**src/acs_map.vh**
```
// Purpose: Register offsets, field positions, channel codes and timing counts for the converter channel control.
// Assumes: 10 MHz system clock, word-aligned registers on a plain strobe port.
// Notes: Included by every design file of the block.
`ifndef ACS_MAP_VH
`define ACS_MAP_VH

// Register byte offsets.
`define ACS_OFS_CTRL        8'h00
`define ACS_OFS_STATUS      8'h04
`define ACS_OFS_MASK        8'h08
`define ACS_OFS_RESULT      8'h0c
`define ACS_OFS_INFO        8'h10

// Control register field positions.
`define ACS_CTRL_UNIMPL_BIT 7
`define ACS_CTRL_CHS_HI     6
`define ACS_CTRL_CHS_LO     2
`define ACS_CTRL_GO_BIT     1
`define ACS_CTRL_ON_BIT     0

// Reset values.
`define ACS_CTRL_RESET      8'h00
`define ACS_CHS_RESET       5'h00
`define ACS_STATUS_RESET    2'h0
`define ACS_MASK_RESET      2'h0
`define ACS_RESULT_RESET    12'h000

// Interrupt status and mask bit positions.
`define ACS_EV_DONE_BIT     0
`define ACS_EV_BADCH_BIT    1
`define ACS_EV_WIDTH        2

// Information register bit positions.
`define ACS_INFO_ACQ_BIT    0
`define ACS_INFO_SMALL_BIT  1
`define ACS_INFO_BUSY_BIT   2

// Channel codes.
`define ACS_CH_EXT_LAST     5'h0a
`define ACS_CH_SMALL_FIRST  5'h05
`define ACS_CH_SMALL_LAST   5'h07
`define ACS_CH_DISCONNECT   5'h1c
`define ACS_CH_TEMP         5'h1d
`define ACS_CH_CORE         5'h1e
`define ACS_CH_BANDGAP      5'h1f

// Widths.
`define ACS_EXT_INPUTS      11
`define ACS_RESULT_WIDTH    12

// Timing: least acquisition time for the band gap channel, rounded up to clocks.
`define ACS_CLK_MHZ         10
`define ACS_ACQ_TIME_NS     15000
`define ACS_ACQ_CYCLES      ((`ACS_ACQ_TIME_NS * `ACS_CLK_MHZ + 999) / 1000)

`endif
```
**src/acs_chan_decode.v**
```verilog
// Purpose: Decodes the five-bit channel code into analog switch controls.
// Assumes: Purely combinational; the caller registers the outputs.
// Notes: Reserved and absent codes close no switch and raise the unimplemented flag.
`timescale 1ns/1ps
`default_nettype none
`include "acs_map.vh"

module acs_chan_decode (
    input  wire [4:0]                 code,        // Channel select code.
    input  wire                       small_pkg,   // High on the smaller package.
    output reg  [`ACS_EXT_INPUTS-1:0] ext_sel,     // One-hot external input switches.
    output reg                        temp_sel,    // Temperature diode switch.
    output reg                        core_sel,    // Core supply rail switch.
    output reg                        bgap_sel,    // Band gap reference switch.
    output reg                        mux_open,    // All switches open.
    output reg                        unimpl       // Code selects no implemented input.
);

    // One switch at most is closed; every unlisted code leaves them all open.
    always @* begin
        ext_sel  = {`ACS_EXT_INPUTS{1'b0}};
        temp_sel = 1'b0;
        core_sel = 1'b0;
        bgap_sel = 1'b0;
        mux_open = 1'b0;
        unimpl   = 1'b0;
        if (code <= `ACS_CH_EXT_LAST) begin
            if (small_pkg && code >= `ACS_CH_SMALL_FIRST && code <= `ACS_CH_SMALL_LAST) begin
                unimpl = 1'b1;
            end else begin
                ext_sel[code[3:0]] = 1'b1;
            end
        end else begin
            case (code)
                `ACS_CH_DISCONNECT: mux_open = 1'b1;
                `ACS_CH_TEMP:       temp_sel = 1'b1;
                `ACS_CH_CORE:       core_sel = 1'b1;
                `ACS_CH_BANDGAP:    bgap_sel = 1'b1;
                default:            unimpl   = 1'b1;
            endcase
        end
    end

endmodule // acs_chan_decode
`default_nettype wire

```
**src/acs_channel_ctrl.v**
```verilog
// Purpose: Control register of the converter: channel select, conversion go flag and power-on bit.
// Assumes: The converter core shares clk and pulses conv_done with its result valid in that cycle.
// Notes: Registers sit on a plain strobe port with read data one cycle after the read strobe.
//
// The plain strobed port and the register offsets are this design's own decisions.
`timescale 1ns/1ps
`default_nettype none
`include "acs_map.vh"

module acs_channel_ctrl (
    input  wire                        clk,             // System clock, 10 MHz.
    input  wire                        rstn,            // Synchronous reset, active low.
    input  wire [7:0]                  addr,            // Register byte address.
    input  wire [31:0]                 wr_data,         // Write data.
    input  wire                        wr_en,           // Write strobe.
    input  wire                        rd_en,           // Read strobe.
    output reg  [31:0]                 rd_data,         // Read data, valid the cycle after rd_en.
    input  wire                        small_pkg_pin,   // Package strap pin, asynchronous.
    input  wire                        conv_done,       // Converter core finished, one-cycle pulse.
    input  wire [`ACS_RESULT_WIDTH-1:0] conv_result,    // Converter core result.
    output reg                         conv_start,      // Start pulse to the converter core.
    output reg                         converter_enable,// Converter core power enable.
    output reg  [`ACS_EXT_INPUTS-1:0]  ain_switch,      // External input switch enables.
    output reg                         temp_diode_sel,  // Temperature diode switch.
    output reg                         core_rail_sel,   // Core supply rail switch.
    output reg                         bandgap_sel,     // Band gap reference switch.
    output reg                         mux_open,        // All multiplexer switches open.
    output reg                         chan_unimpl,     // Selected channel is not implemented.
    output reg                         irq              // Level interrupt.
);

    // The count is worked out at full width and cut to the counter's eight bits on purpose.
    localparam [31:0] ACQ_FULL   = `ACS_ACQ_CYCLES;
    localparam [7:0]  ACQ_CYCLES = ACQ_FULL[7:0];

    // Control state.
    reg  [4:0]                   input_channel_select;
    reg                          go_flag;
    reg                          converter_power_on;
    reg  [`ACS_RESULT_WIDTH-1:0] result;
    reg                          result_unpredictable;
    reg  [7:0]                   acq_count;
    reg                          acq_ready;

    // Strap synchroniser; only the second stage is read.
    reg                          small_meta;
    reg                          small_pkg;

    // Decoder outputs.
    wire [`ACS_EXT_INPUTS-1:0]   dec_ext;
    wire                         dec_temp;
    wire                         dec_core;
    wire                         dec_bgap;
    wire                         dec_open;
    wire                         dec_unimpl;
    wire                         start_unimpl;

    // Bus decode.
    wire                         ctrl_we;
    wire                         status_we;
    wire                         mask_we;
    wire [4:0]                   wr_chs;
    wire                         wr_on;
    wire                         start_req;
    wire                         done_take;
    wire [`ACS_EV_WIDTH-1:0]     events;
    wire [`ACS_EV_WIDTH-1:0]     irq_status;
    wire [`ACS_EV_WIDTH-1:0]     irq_mask;
    wire                         irq_level;
    wire [7:0]                   ctrl_read;
    reg  [31:0]                  next_rd_data;

    // Register strobes for each writable word.
    assign ctrl_we   = wr_en && (addr == `ACS_OFS_CTRL);
    assign status_we = wr_en && (addr == `ACS_OFS_STATUS);
    assign mask_we   = wr_en && (addr == `ACS_OFS_MASK);
    assign wr_chs    = wr_data[`ACS_CTRL_CHS_HI:`ACS_CTRL_CHS_LO];
    assign wr_on     = wr_data[`ACS_CTRL_ON_BIT];

    // A start needs the written power bit set and no conversion already running.
    assign start_req = ctrl_we && wr_data[`ACS_CTRL_GO_BIT] && wr_on && !go_flag;

    // Completion counts only while a conversion is actually outstanding and powered.
    assign done_take = conv_done && go_flag && converter_power_on;

    // Events: conversion finished, and a start issued on a code that selects no implemented input.
    assign events[`ACS_EV_DONE_BIT]  = done_take;
    assign events[`ACS_EV_BADCH_BIT] = start_req && start_unimpl;

    // Bit seven is not stored and reads as zero.
    assign ctrl_read = {1'b0, input_channel_select, go_flag, converter_power_on};

    // Strap pin crosses into the clock domain through two flops.
    always @(posedge clk) begin
        if (!rstn) begin
            small_meta <= 1'b0;
            small_pkg  <= 1'b0;
        end else begin
            small_meta <= small_pkg_pin;
            small_pkg  <= small_meta;
        end
    end

    // Channel decoding of the stored select code.
    acs_chan_decode u_decode (
        .code      (input_channel_select),
        .small_pkg (small_pkg),
        .ext_sel   (dec_ext),
        .temp_sel  (dec_temp),
        .core_sel  (dec_core),
        .bgap_sel  (dec_bgap),
        .mux_open  (dec_open),
        .unimpl    (dec_unimpl)
    );

    // The written code is decoded too, since a start converts that code and not the stored one.
    acs_chan_decode u_start_decode (
        .code      (wr_chs),
        .small_pkg (small_pkg),
        .ext_sel   (),
        .temp_sel  (),
        .core_sel  (),
        .bgap_sel  (),
        .mux_open  (),
        .unimpl    (start_unimpl)
    );

    // Control register; bit seven of the write data is simply dropped.
    always @(posedge clk) begin
        if (!rstn) begin
            input_channel_select <= `ACS_CHS_RESET;
            converter_power_on   <= 1'b0;
        end else if (ctrl_we) begin
            input_channel_select <= wr_chs;
            converter_power_on   <= wr_on;
        end
    end

    // Go flag: set by an accepted start, cleared by completion or loss of power.
    // Software writing zero to go does not abort; an abort only comes from power-off.
    always @(posedge clk) begin
        if (!rstn) begin
            go_flag    <= 1'b0;
            conv_start <= 1'b0;
        end else begin
            conv_start <= start_req;
            if (start_req) begin
                go_flag <= 1'b1;
            end else if (done_take) begin
                go_flag <= 1'b0;
            end else if (ctrl_we && !wr_on) begin
                go_flag <= 1'b0;
            end
        end
    end

    // Result capture; on an unimplemented code the core's value is kept as it comes.
    always @(posedge clk) begin
        if (!rstn) begin
            result               <= `ACS_RESULT_RESET;
            result_unpredictable <= 1'b0;
        end else begin
            if (start_req) begin
                result_unpredictable <= start_unimpl;
            end
            if (done_take) begin
                result <= conv_result;
            end
        end
    end

    // Acquisition timer restarts whenever the band gap channel is newly chosen.
    // It only advises software; the start is not held off, as timing is software's duty.
    always @(posedge clk) begin
        if (!rstn) begin
            acq_count <= 8'h00;
            acq_ready <= 1'b0;
        end else if (!dec_bgap || (ctrl_we && wr_chs != input_channel_select)) begin
            acq_count <= 8'h00;
            acq_ready <= 1'b0;
        end else if (acq_count != ACQ_CYCLES) begin
            acq_count <= acq_count + 8'h01;
            acq_ready <= 1'b0;
        end else begin
            acq_ready <= 1'b1;
        end
    end

    // Analog side outputs are registered; switches stay open while power is off.
    always @(posedge clk) begin
        if (!rstn) begin
            converter_enable <= 1'b0;
            ain_switch       <= {`ACS_EXT_INPUTS{1'b0}};
            temp_diode_sel   <= 1'b0;
            core_rail_sel    <= 1'b0;
            bandgap_sel      <= 1'b0;
            mux_open         <= 1'b1;
            chan_unimpl      <= 1'b0;
        end else begin
            converter_enable <= converter_power_on;
            ain_switch       <= converter_power_on ? dec_ext : {`ACS_EXT_INPUTS{1'b0}};
            temp_diode_sel   <= converter_power_on && dec_temp;
            core_rail_sel    <= converter_power_on && dec_core;
            bandgap_sel      <= converter_power_on && dec_bgap;
            mux_open         <= !converter_power_on || dec_open;
            chan_unimpl      <= dec_unimpl;
        end
    end

    // Interrupt status and mask.
    acs_irq_regs u_irq (
        .clk       (clk),
        .rstn      (rstn),
        .events    (events),
        .status_we (status_we),
        .mask_we   (mask_we),
        .wdata     (wr_data[`ACS_EV_WIDTH-1:0]),
        .status    (irq_status),
        .mask      (irq_mask),
        .irq       (irq_level)
    );

    // Read multiplexer; unmapped addresses read zero.
    always @* begin
        next_rd_data = 32'h0000_0000;
        case (addr)
            `ACS_OFS_CTRL:   next_rd_data = {24'h00_0000, ctrl_read};
            `ACS_OFS_STATUS: next_rd_data = {30'h0000_0000, irq_status};
            `ACS_OFS_MASK:   next_rd_data = {30'h0000_0000, irq_mask};
            `ACS_OFS_RESULT: next_rd_data = {20'h0_0000, result};
            `ACS_OFS_INFO:   next_rd_data = {28'h000_0000, result_unpredictable, go_flag, small_pkg, acq_ready};
            default:         next_rd_data = 32'h0000_0000;
        endcase
    end

    // Read data stand only in the cycle after the strobe; the irq output is re-registered.
    always @(posedge clk) begin
        if (!rstn) begin
            rd_data <= 32'h0000_0000;
            irq     <= 1'b0;
        end else begin
            rd_data <= rd_en ? next_rd_data : 32'h0000_0000;
            irq     <= irq_level;
        end
    end

endmodule // acs_channel_ctrl
`default_nettype wire

```
**src/acs_irq_regs.v**
```verilog
// Purpose: Sticky interrupt status, mask and the level interrupt output.
// Assumes: Events are one-cycle pulses on the system clock.
// Notes: A status bit is cleared by writing one; a new event in that cycle wins.
`timescale 1ns/1ps
`default_nettype none
`include "acs_map.vh"

module acs_irq_regs (
    input  wire                     clk,         // System clock.
    input  wire                     rstn,        // Synchronous reset, active low.
    input  wire [`ACS_EV_WIDTH-1:0] events,      // Event pulses.
    input  wire                     status_we,   // Write-one-to-clear strobe.
    input  wire                     mask_we,     // Mask write strobe.
    input  wire [`ACS_EV_WIDTH-1:0] wdata,       // Write data.
    output reg  [`ACS_EV_WIDTH-1:0] status,      // Sticky status bits.
    output reg  [`ACS_EV_WIDTH-1:0] mask,        // Interrupt enables.
    output reg                      irq          // Level interrupt.
);

    wire [`ACS_EV_WIDTH-1:0] next_status;

    // Set has priority over clear so that an event is never lost.
    assign next_status = (status & ~(status_we ? wdata : {`ACS_EV_WIDTH{1'b0}})) | events;

    // The interrupt is registered from next_status at the same edge as status so the output is glitch free.
    always @(posedge clk) begin
        if (!rstn) begin
            status <= `ACS_STATUS_RESET;
            mask   <= `ACS_MASK_RESET;
            irq    <= 1'b0;
        end else begin
            status <= next_status;
            if (mask_we) begin
                mask <= wdata;
            end
            irq <= |(next_status & (mask_we ? wdata : mask));
        end
    end

endmodule // acs_irq_regs
`default_nettype wire

```
**config.mk**
```make
export PLATFORM = sky130hd
export DESIGN_NAME = acs_channel_ctrl
export DESIGN_NICKNAME = d
export VERILOG_FILES = /design/src/acs_chan_decode.v /design/src/acs_channel_ctrl.v /design/src/acs_irq_regs.v
export VERILOG_INCLUDE_DIRS = /design/src
export SDC_FILE = /design/constraint.sdc
export NUM_CORES = 1
export LEC_CHECK = 0
export BUFFER_PORTS_ARGS = -buffer_cell sky130_fd_sc_hd__buf_4
export CAP_MARGIN = 15
export CORE_ASPECT_RATIO = 1.1
export CORE_MARGIN = 2
export CORE_UTILIZATION = 42
export DETAILED_ROUTE_END_ITERATION = 8
export HOLD_SLACK_MARGIN = 0.15
export PLACE_DENSITY = 0.71
export SYNTH_ARGS = -nofsm -noshare
export SYNTH_HDL_FRONTEND = slang
export SYNTH_SLANG_ARGS = --single-unit
```
**constraint.sdc**
```tcl
create_clock -name clk -period 4.92 [get_ports clk]
set_input_delay 1.23 -clock clk [delete_from_list [all_inputs] [get_ports clk]]
set_output_delay 1.23 -clock clk [all_outputs]
set_load 0.005 [all_outputs]
```
==> impl_metrics.tcl, run 1 <==
set metrics [dict create \
    max_freq_mhz 343 \
    clk_pin_slew_ps 70 \
    worst_setup_path_start_kind "input port" \
    dpl-instance-area_mm2 0.00315 \
    core_mm2 0.00619 \
    worstHoldStart "small_meta$_SDFF_PN0_" \
    place_hpwl_um 4250 \
    tightest_slew_ps 638 \
    routed_wl_um 5650 \
    clockBufferDepth 2 \
    cp-end-kind "register" \
    cts_tree "built" \
    ys_ff_latch 67 \
    outcome "complete, no violations" \
    place_ws_ps 1680 \
    postCtsSetupBuffers 0 \
    grt_overflow_total 0 \
    synth_top_area_frac 0.495 \
    die_x_um 80.6 \
    path_max_fanout 10 \
    p_leak_nw 1.46 \
    holdPathStages 1 \
    fin_util 0.544 \
    worst-setup-path-type "in2reg" \
    drt_first_pass_iters 4 \
    n_antenna_cell 0 \
    synth_edf_count 0 \
    fin_crit_sh 0.593 \
    period_needed_ps 2920 \
    crit_arrival_ps 3120 \
    h-tree-depth 3 \
    yosysSeqAreaShare 0.495 \
    synth_warnings 0 \
    ant_nets 0 \
    final_cells 442 \
    synth_area_per_cell_um2 9.15 \
    p_per_area_mw_per_mm2 320 \
    area_growth_pct 24.4 \
    synthMostInstantiatedCell "dfxtp_1" \
    grt_pass1_vias 1893 \
    root_buffer "clkbuf_8" \
    place.gp.congestion 0.789 \
    rsz0062_at_grt "false" \
    setup_ws_ps 2000 \
    fin_area_mm2 0.00337 \
    finalHoldViolCount 0 \
    cts_buffers 9 \
    drc_errors 0 \
    num_rows 30 \
    synth_top_area_cell "dfxtp_1" \
    drive_above_1_share 0.257 \
    die_y_um 88.2 \
    ir_drop_uv 194 \
    ys_types 41 \
    die_area_mm2 0.00711 \
    synth_common_cells "dfxtp_1, nand2_1, nor2_1" \
    async_reset_ff_frac 0 \
    yosys-top-cells-area "dfxtp_1, buf_4, nand2_1" \
    num-nets-final 417 \
    slew_viol_final 0 \
    dp_cells 426 \
    r2r_cells 5 \
    drv_cap 0 \
    wl_per_cell_um 12.8 \
    grt_max_degree 22 \
    hold_slack_ps 439 \
    synthFlopType "dfxtp_1" \
    dr.first_iter.drc_count 129 \
    initial_core_util 0.437 \
    r2r-start "input_channel_select[0]$_SDFFE_PN0N_" \
    setup_viol 0 \
    insertion_delay_ps 340 \
    viasPerCell 4.81 \
    fin_setup_tns_ps 0 \
    antenna_found_initial 0 \
    grt_usage 0.165 \
    grt_pass1_wl_um 8780 \
    r2r-end "acq_count[1]$_SDFFE_PP0N_" \
    min_to "small_pkg$_SDFF_PN0_" \
    min_path_type "reg2reg" \
    cts_resized 0 \
    port_buffers 63 \
    holdBufCountCts 0 \
    vias 2126 \
    crit_required_ps 5120 \
    slew_headroom 0.574 \
    syn_inst 296 \
    skew_ps 8.94 \
    ff2ff_setup_slack_ps 3290 \
    p_total_mw 1.08 \
    synthesis.area_mm2 0.00271 \
    cts_sinks 67 \
    io_pins 109 \
]
worst max-delay path: stages:
cell and delay (ps):
buf_4 150, nor4_4 360, nand4_1 570, or3_1 600, a21oi_1 160, nor2_1 50
power by group:
group	internal [mW]	switching, mW	total, mW
sequential	0.543	0.000723	0.544
combinational	0.0223	0.0231	0.0454
clock	0.284	0.205	0.489
total	0.849	0.229	1.08
worst max path at each step:
stage / cells past startpoint / slack, ps / from / to
after floorplan: 6 / 2390 / addr[5] / result_unpredictable$_SDFFE_PN0P_
after global placement: 6 / 1710 / addr[4] / result_unpredictable$_SDFFE_PN0P_
after detailed placement: 6 / 1680 / addr[4] / result_unpredictable$_SDFFE_PN0P_
after CTS: 6 / 2040 / addr[4] / result_unpredictable$_SDFFE_PN0P_
after global routing: 6 / 1940 / addr[4] / result_unpredictable$_SDFFE_PN0P_
final: 6 / 2000 / addr[4] / result_unpredictable$_SDFFE_PN0P_
placed cells by master, fill, tap and decap left out, types with 8 or more instances in the layout:
cell type   n
buf_4      63
dfxtp_1    67
nor2_1     34
conb_1     20
nand3_1    11
nand2_1    39
mux2i_1     8
and2_1     11
a21oi_1    18
clkbuf_8    9
state kept, by name, summed over array words and instances (netlist names), 2 cells and up:
signal,flops
rd_data,12
result,12
ain_switch,11
acq_count,8
input_channel_select,5
u_irq.mask,2
u_irq.status,2
area by class of cell:
| cell class | instances | area (µm²) |
|---|---|---|
| clock buffers | 9 | 124 |
| clock inverters | 7 | 92.6 |
| fillers | 578 | 2830 |
| inverters | 5 | 18.8 |
| multi-input cells | 211 | 1220 |
| flip-flops and latches | 67 | 1340 |
| well taps | 80 | 100 |
| repair buffers | 63 | 473 |
per-layer routing:
layer  vias up  GRT usage  routed length, µm
li1       1076          -                  -
met1       971      0.202               2440
met2        71      0.263               2730
met3         8     0.0510                370
met4         0     0.0817                109
met5         -          0                  0
cell families (layout without fill, tap and decap cells):
group,Yosys count,in the layout,share of synthesized area
compound gates,41,41,0.0943
xor+xnor,12,12,0.0388
fa+ha+maj,2,2,0.00924
buf+inv,37,84,0.0809
flops,67,67,0.495
mux,13,13,0.0504
other cells,1,20,0.00138
simple gates,123,123,0.230
Power figures use the tool's default switching activity.
==> run 2, diff against run 1 <==
ABC_AREA = 1   (was unset)
PLACE_DENSITY = 0.7   (was 0.71)
clock period = 3 ns   (was 4.92 ns; I/O delays follow)
==> run 2 against run 1 <==
  * Utilization decreased by 0.15 points
  * Critical path depth is 3 higher
  * Synthesized area grew 6.0%
  * Clock power grew 78%
  * Highest routed layer unchanged
  * Design area increased by 6.2%
  * Via count rose by 15%
  * Global-route usage grew 0.35 points
==> impl_metrics.tcl, run 2 <==
set metrics [dict create \
    fin_area_mm2 0.00358 \
    grt_pass1_wl_um 10300 \
    core_mm2 0.00659 \
    outcome "complete, no violations" \
    cts_sinks 67 \
    synth_warnings 0 \
    crit_arrival_ps 1870 \
    synthesis.area_mm2 0.00287 \
    area_growth_pct 24.6 \
    drt_first_pass_iters 4 \
    layout_common_cells "nand2_1, dfxtp_1, buf_4" \
    initial_core_util 0.435 \
    place.gp.congestion 0.854 \
    synth_common_cells "nand2_1, dfxtp_1, inv_1" \
    r2r-start "acq_count[0]$_SDFFE_PP0N_" \
    p_per_area_mw_per_mm2 517 \
    worst-setup-path-type "in2reg" \
    fin_setup_tns_ps 0 \
    path_max_fanout 15 \
    place_ws_ps 996 \
    ys_ff_latch 67 \
    max_freq_mhz 610 \
    endpoint "acq_ready$_SDFF_PP0_" \
    worst_setup_path_start_kind "input port" \
    synthFlopType "dfxtp_1" \
    syn_inst 380 \
    grt_pass1_vias 2348 \
    place_hpwl_um 4450 \
    startpoint "addr[5]" \
    port_buffers 63 \
    insertion_delay_ps 350 \
    synth_area_per_cell_um2 7.55 \
    postCtsSetupBuffers 0 \
    ys_types 30 \
    fin_util 0.542 \
    yosysSeqAreaShare 0.468 \
    yosys-top-cells-area "dfxtp_1, nand2_1, inv_1" \
    p_total_mw 1.85 \
    fin_crit_sh 0.546 \
    final_common_cell "nand2_1" \
    h-tree-depth 3 \
    dpl-instance-area_mm2 0.00334 \
    min_path_type "reg2reg" \
    drive_above_1_share 0.225 \
    setup_viol 0 \
    die_x_um 82.8 \
    vias 2443 \
    die_y_um 90.7 \
    dr.first_iter.drc_count 94 \
    wl_per_cell_um 11.2 \
    r2r-end "acq_count[0]$_SDFFE_PP0N_" \
    ff2ff_setup_slack_ps 1640 \
    num-nets-final 508 \
    cp-end-kind "register" \
    grt_max_degree 29 \
    synth_top_area_cell "dfxtp_1" \
    slew_viol_final 0 \
    holdBufCountCts 0 \
    num_rows 31 \
    synth_top_area_frac 0.468 \
    skew_ps 8.50 \
    p_leak_nw 1.67 \
    ant_nets 0 \
    n_antenna_cell 0 \
    routed_wl_um 6010 \
    setup_ws_ps 1360 \
    cts_resized 0 \
    synth_edf_count 0 \
    synthMostInstantiatedCell "nand2_1" \
    period_needed_ps 1640 \
    io_pins 109 \
    root_buffer "clkbuf_8" \
    reg_top3 "rd_data x12, result x12, ain_switch x11" \
    clockBufferDepth 2 \
    clk_pin_slew_ps 70 \
    cts_tree "built" \
    crit_required_ps 3230 \
    finalHoldViolCount 0 \
    ir_drop_uv 327 \
    async_reset_ff_frac 0 \
    drc_errors 0 \
    grt_overflow_total 0 \
    r2r_cells 7 \
    antenna_found_initial 0 \
    rsz0062_at_grt "false" \
    viasPerCell 4.57 \
    drv_cap 0 \
    cts_buffers 9 \
    die_area_mm2 0.00751 \
    grt_usage 0.168 \
]
run 2: cell count changes in the layout (fill, tap and decap cells not counted), sizes merged, moves of 12 or more:
cell   delta
and2     -12
inv      +54
nand2    +41
nand3    +19
o21ai    +20
run 2: cell families after synthesis:
logic type	after synthesis	share of synthesized area
AND/OR/NAND/NOR	164	0.257
buffers and inverters	84	0.140
flip-flops	67	0.468
AO/OA/AOI/OAI	55	0.105
XOR/XNOR	7	0.0214
adder cells (fa/ha/maj)	2	0.00872
other	1	0.00131
run 2: worst min path at each step:
stage                               start                    to  slack (ps)  cells after the start
floorplan            u_irq.irq$_SDFF_PN0_        irq$_SDFF_PN0_         390                      2
global placement    small_meta$_SDFF_PN0_  small_pkg$_SDFF_PN0_         400                      2
detailed placement   u_irq.irq$_SDFF_PN0_        irq$_SDFF_PN0_         400                      2
CTS                  u_irq.irq$_SDFF_PN0_        irq$_SDFF_PN0_         430                      2
global route         u_irq.irq$_SDFF_PN0_        irq$_SDFF_PN0_         470                      2
finish               u_irq.irq$_SDFF_PN0_        irq$_SDFF_PN0_         420                      2
run 2: area by class of cell:
type,count,area [µm²]
inverters,58,218
multi-input cells,248,1200
clock buffers,11,151
flip-flops and latches,67,1340
fillers,634,3020
clock inverters,5,83.8
repair buffers,64,480
well taps,82,103
run 2: stage by stage:
step / std cells / hold WS, ps
global route: 535 / 467
global placement: 519 / 398
finish: 535 / 424
floorplan: 399 / 390
detailed placement: 519 / 403
CTS: 535 / 429
run 2: critical path, cell delays in order:
cell	delay, ps
buf_4	110
nor2_1	120
nand2_2	110
nor2_4	230
nand2_4	170
inv_1	80
nand2_1	80
nand2_2	150
nor2_1	60
run 2: where the power goes:
part	internal (mW)	switching [mW]	total [mW]	leakage (nW)
clock	0.516	0.352	0.868	0.112
combinational	0.0391	0.0487	0.0878	1.02
sequential	0.890	0.00121	0.891	0.540
total	1.45	0.402	1.85	1.67
run 2: per-layer routing:
metal,GRT usage,vias to the layer above,wire (µm)
li1,-,1279,-
met1,0.195,1097,2610
met2,0.292,58,2980
met3,0.0439,9,301
met4,0.0697,0,113
met5,0,-,0
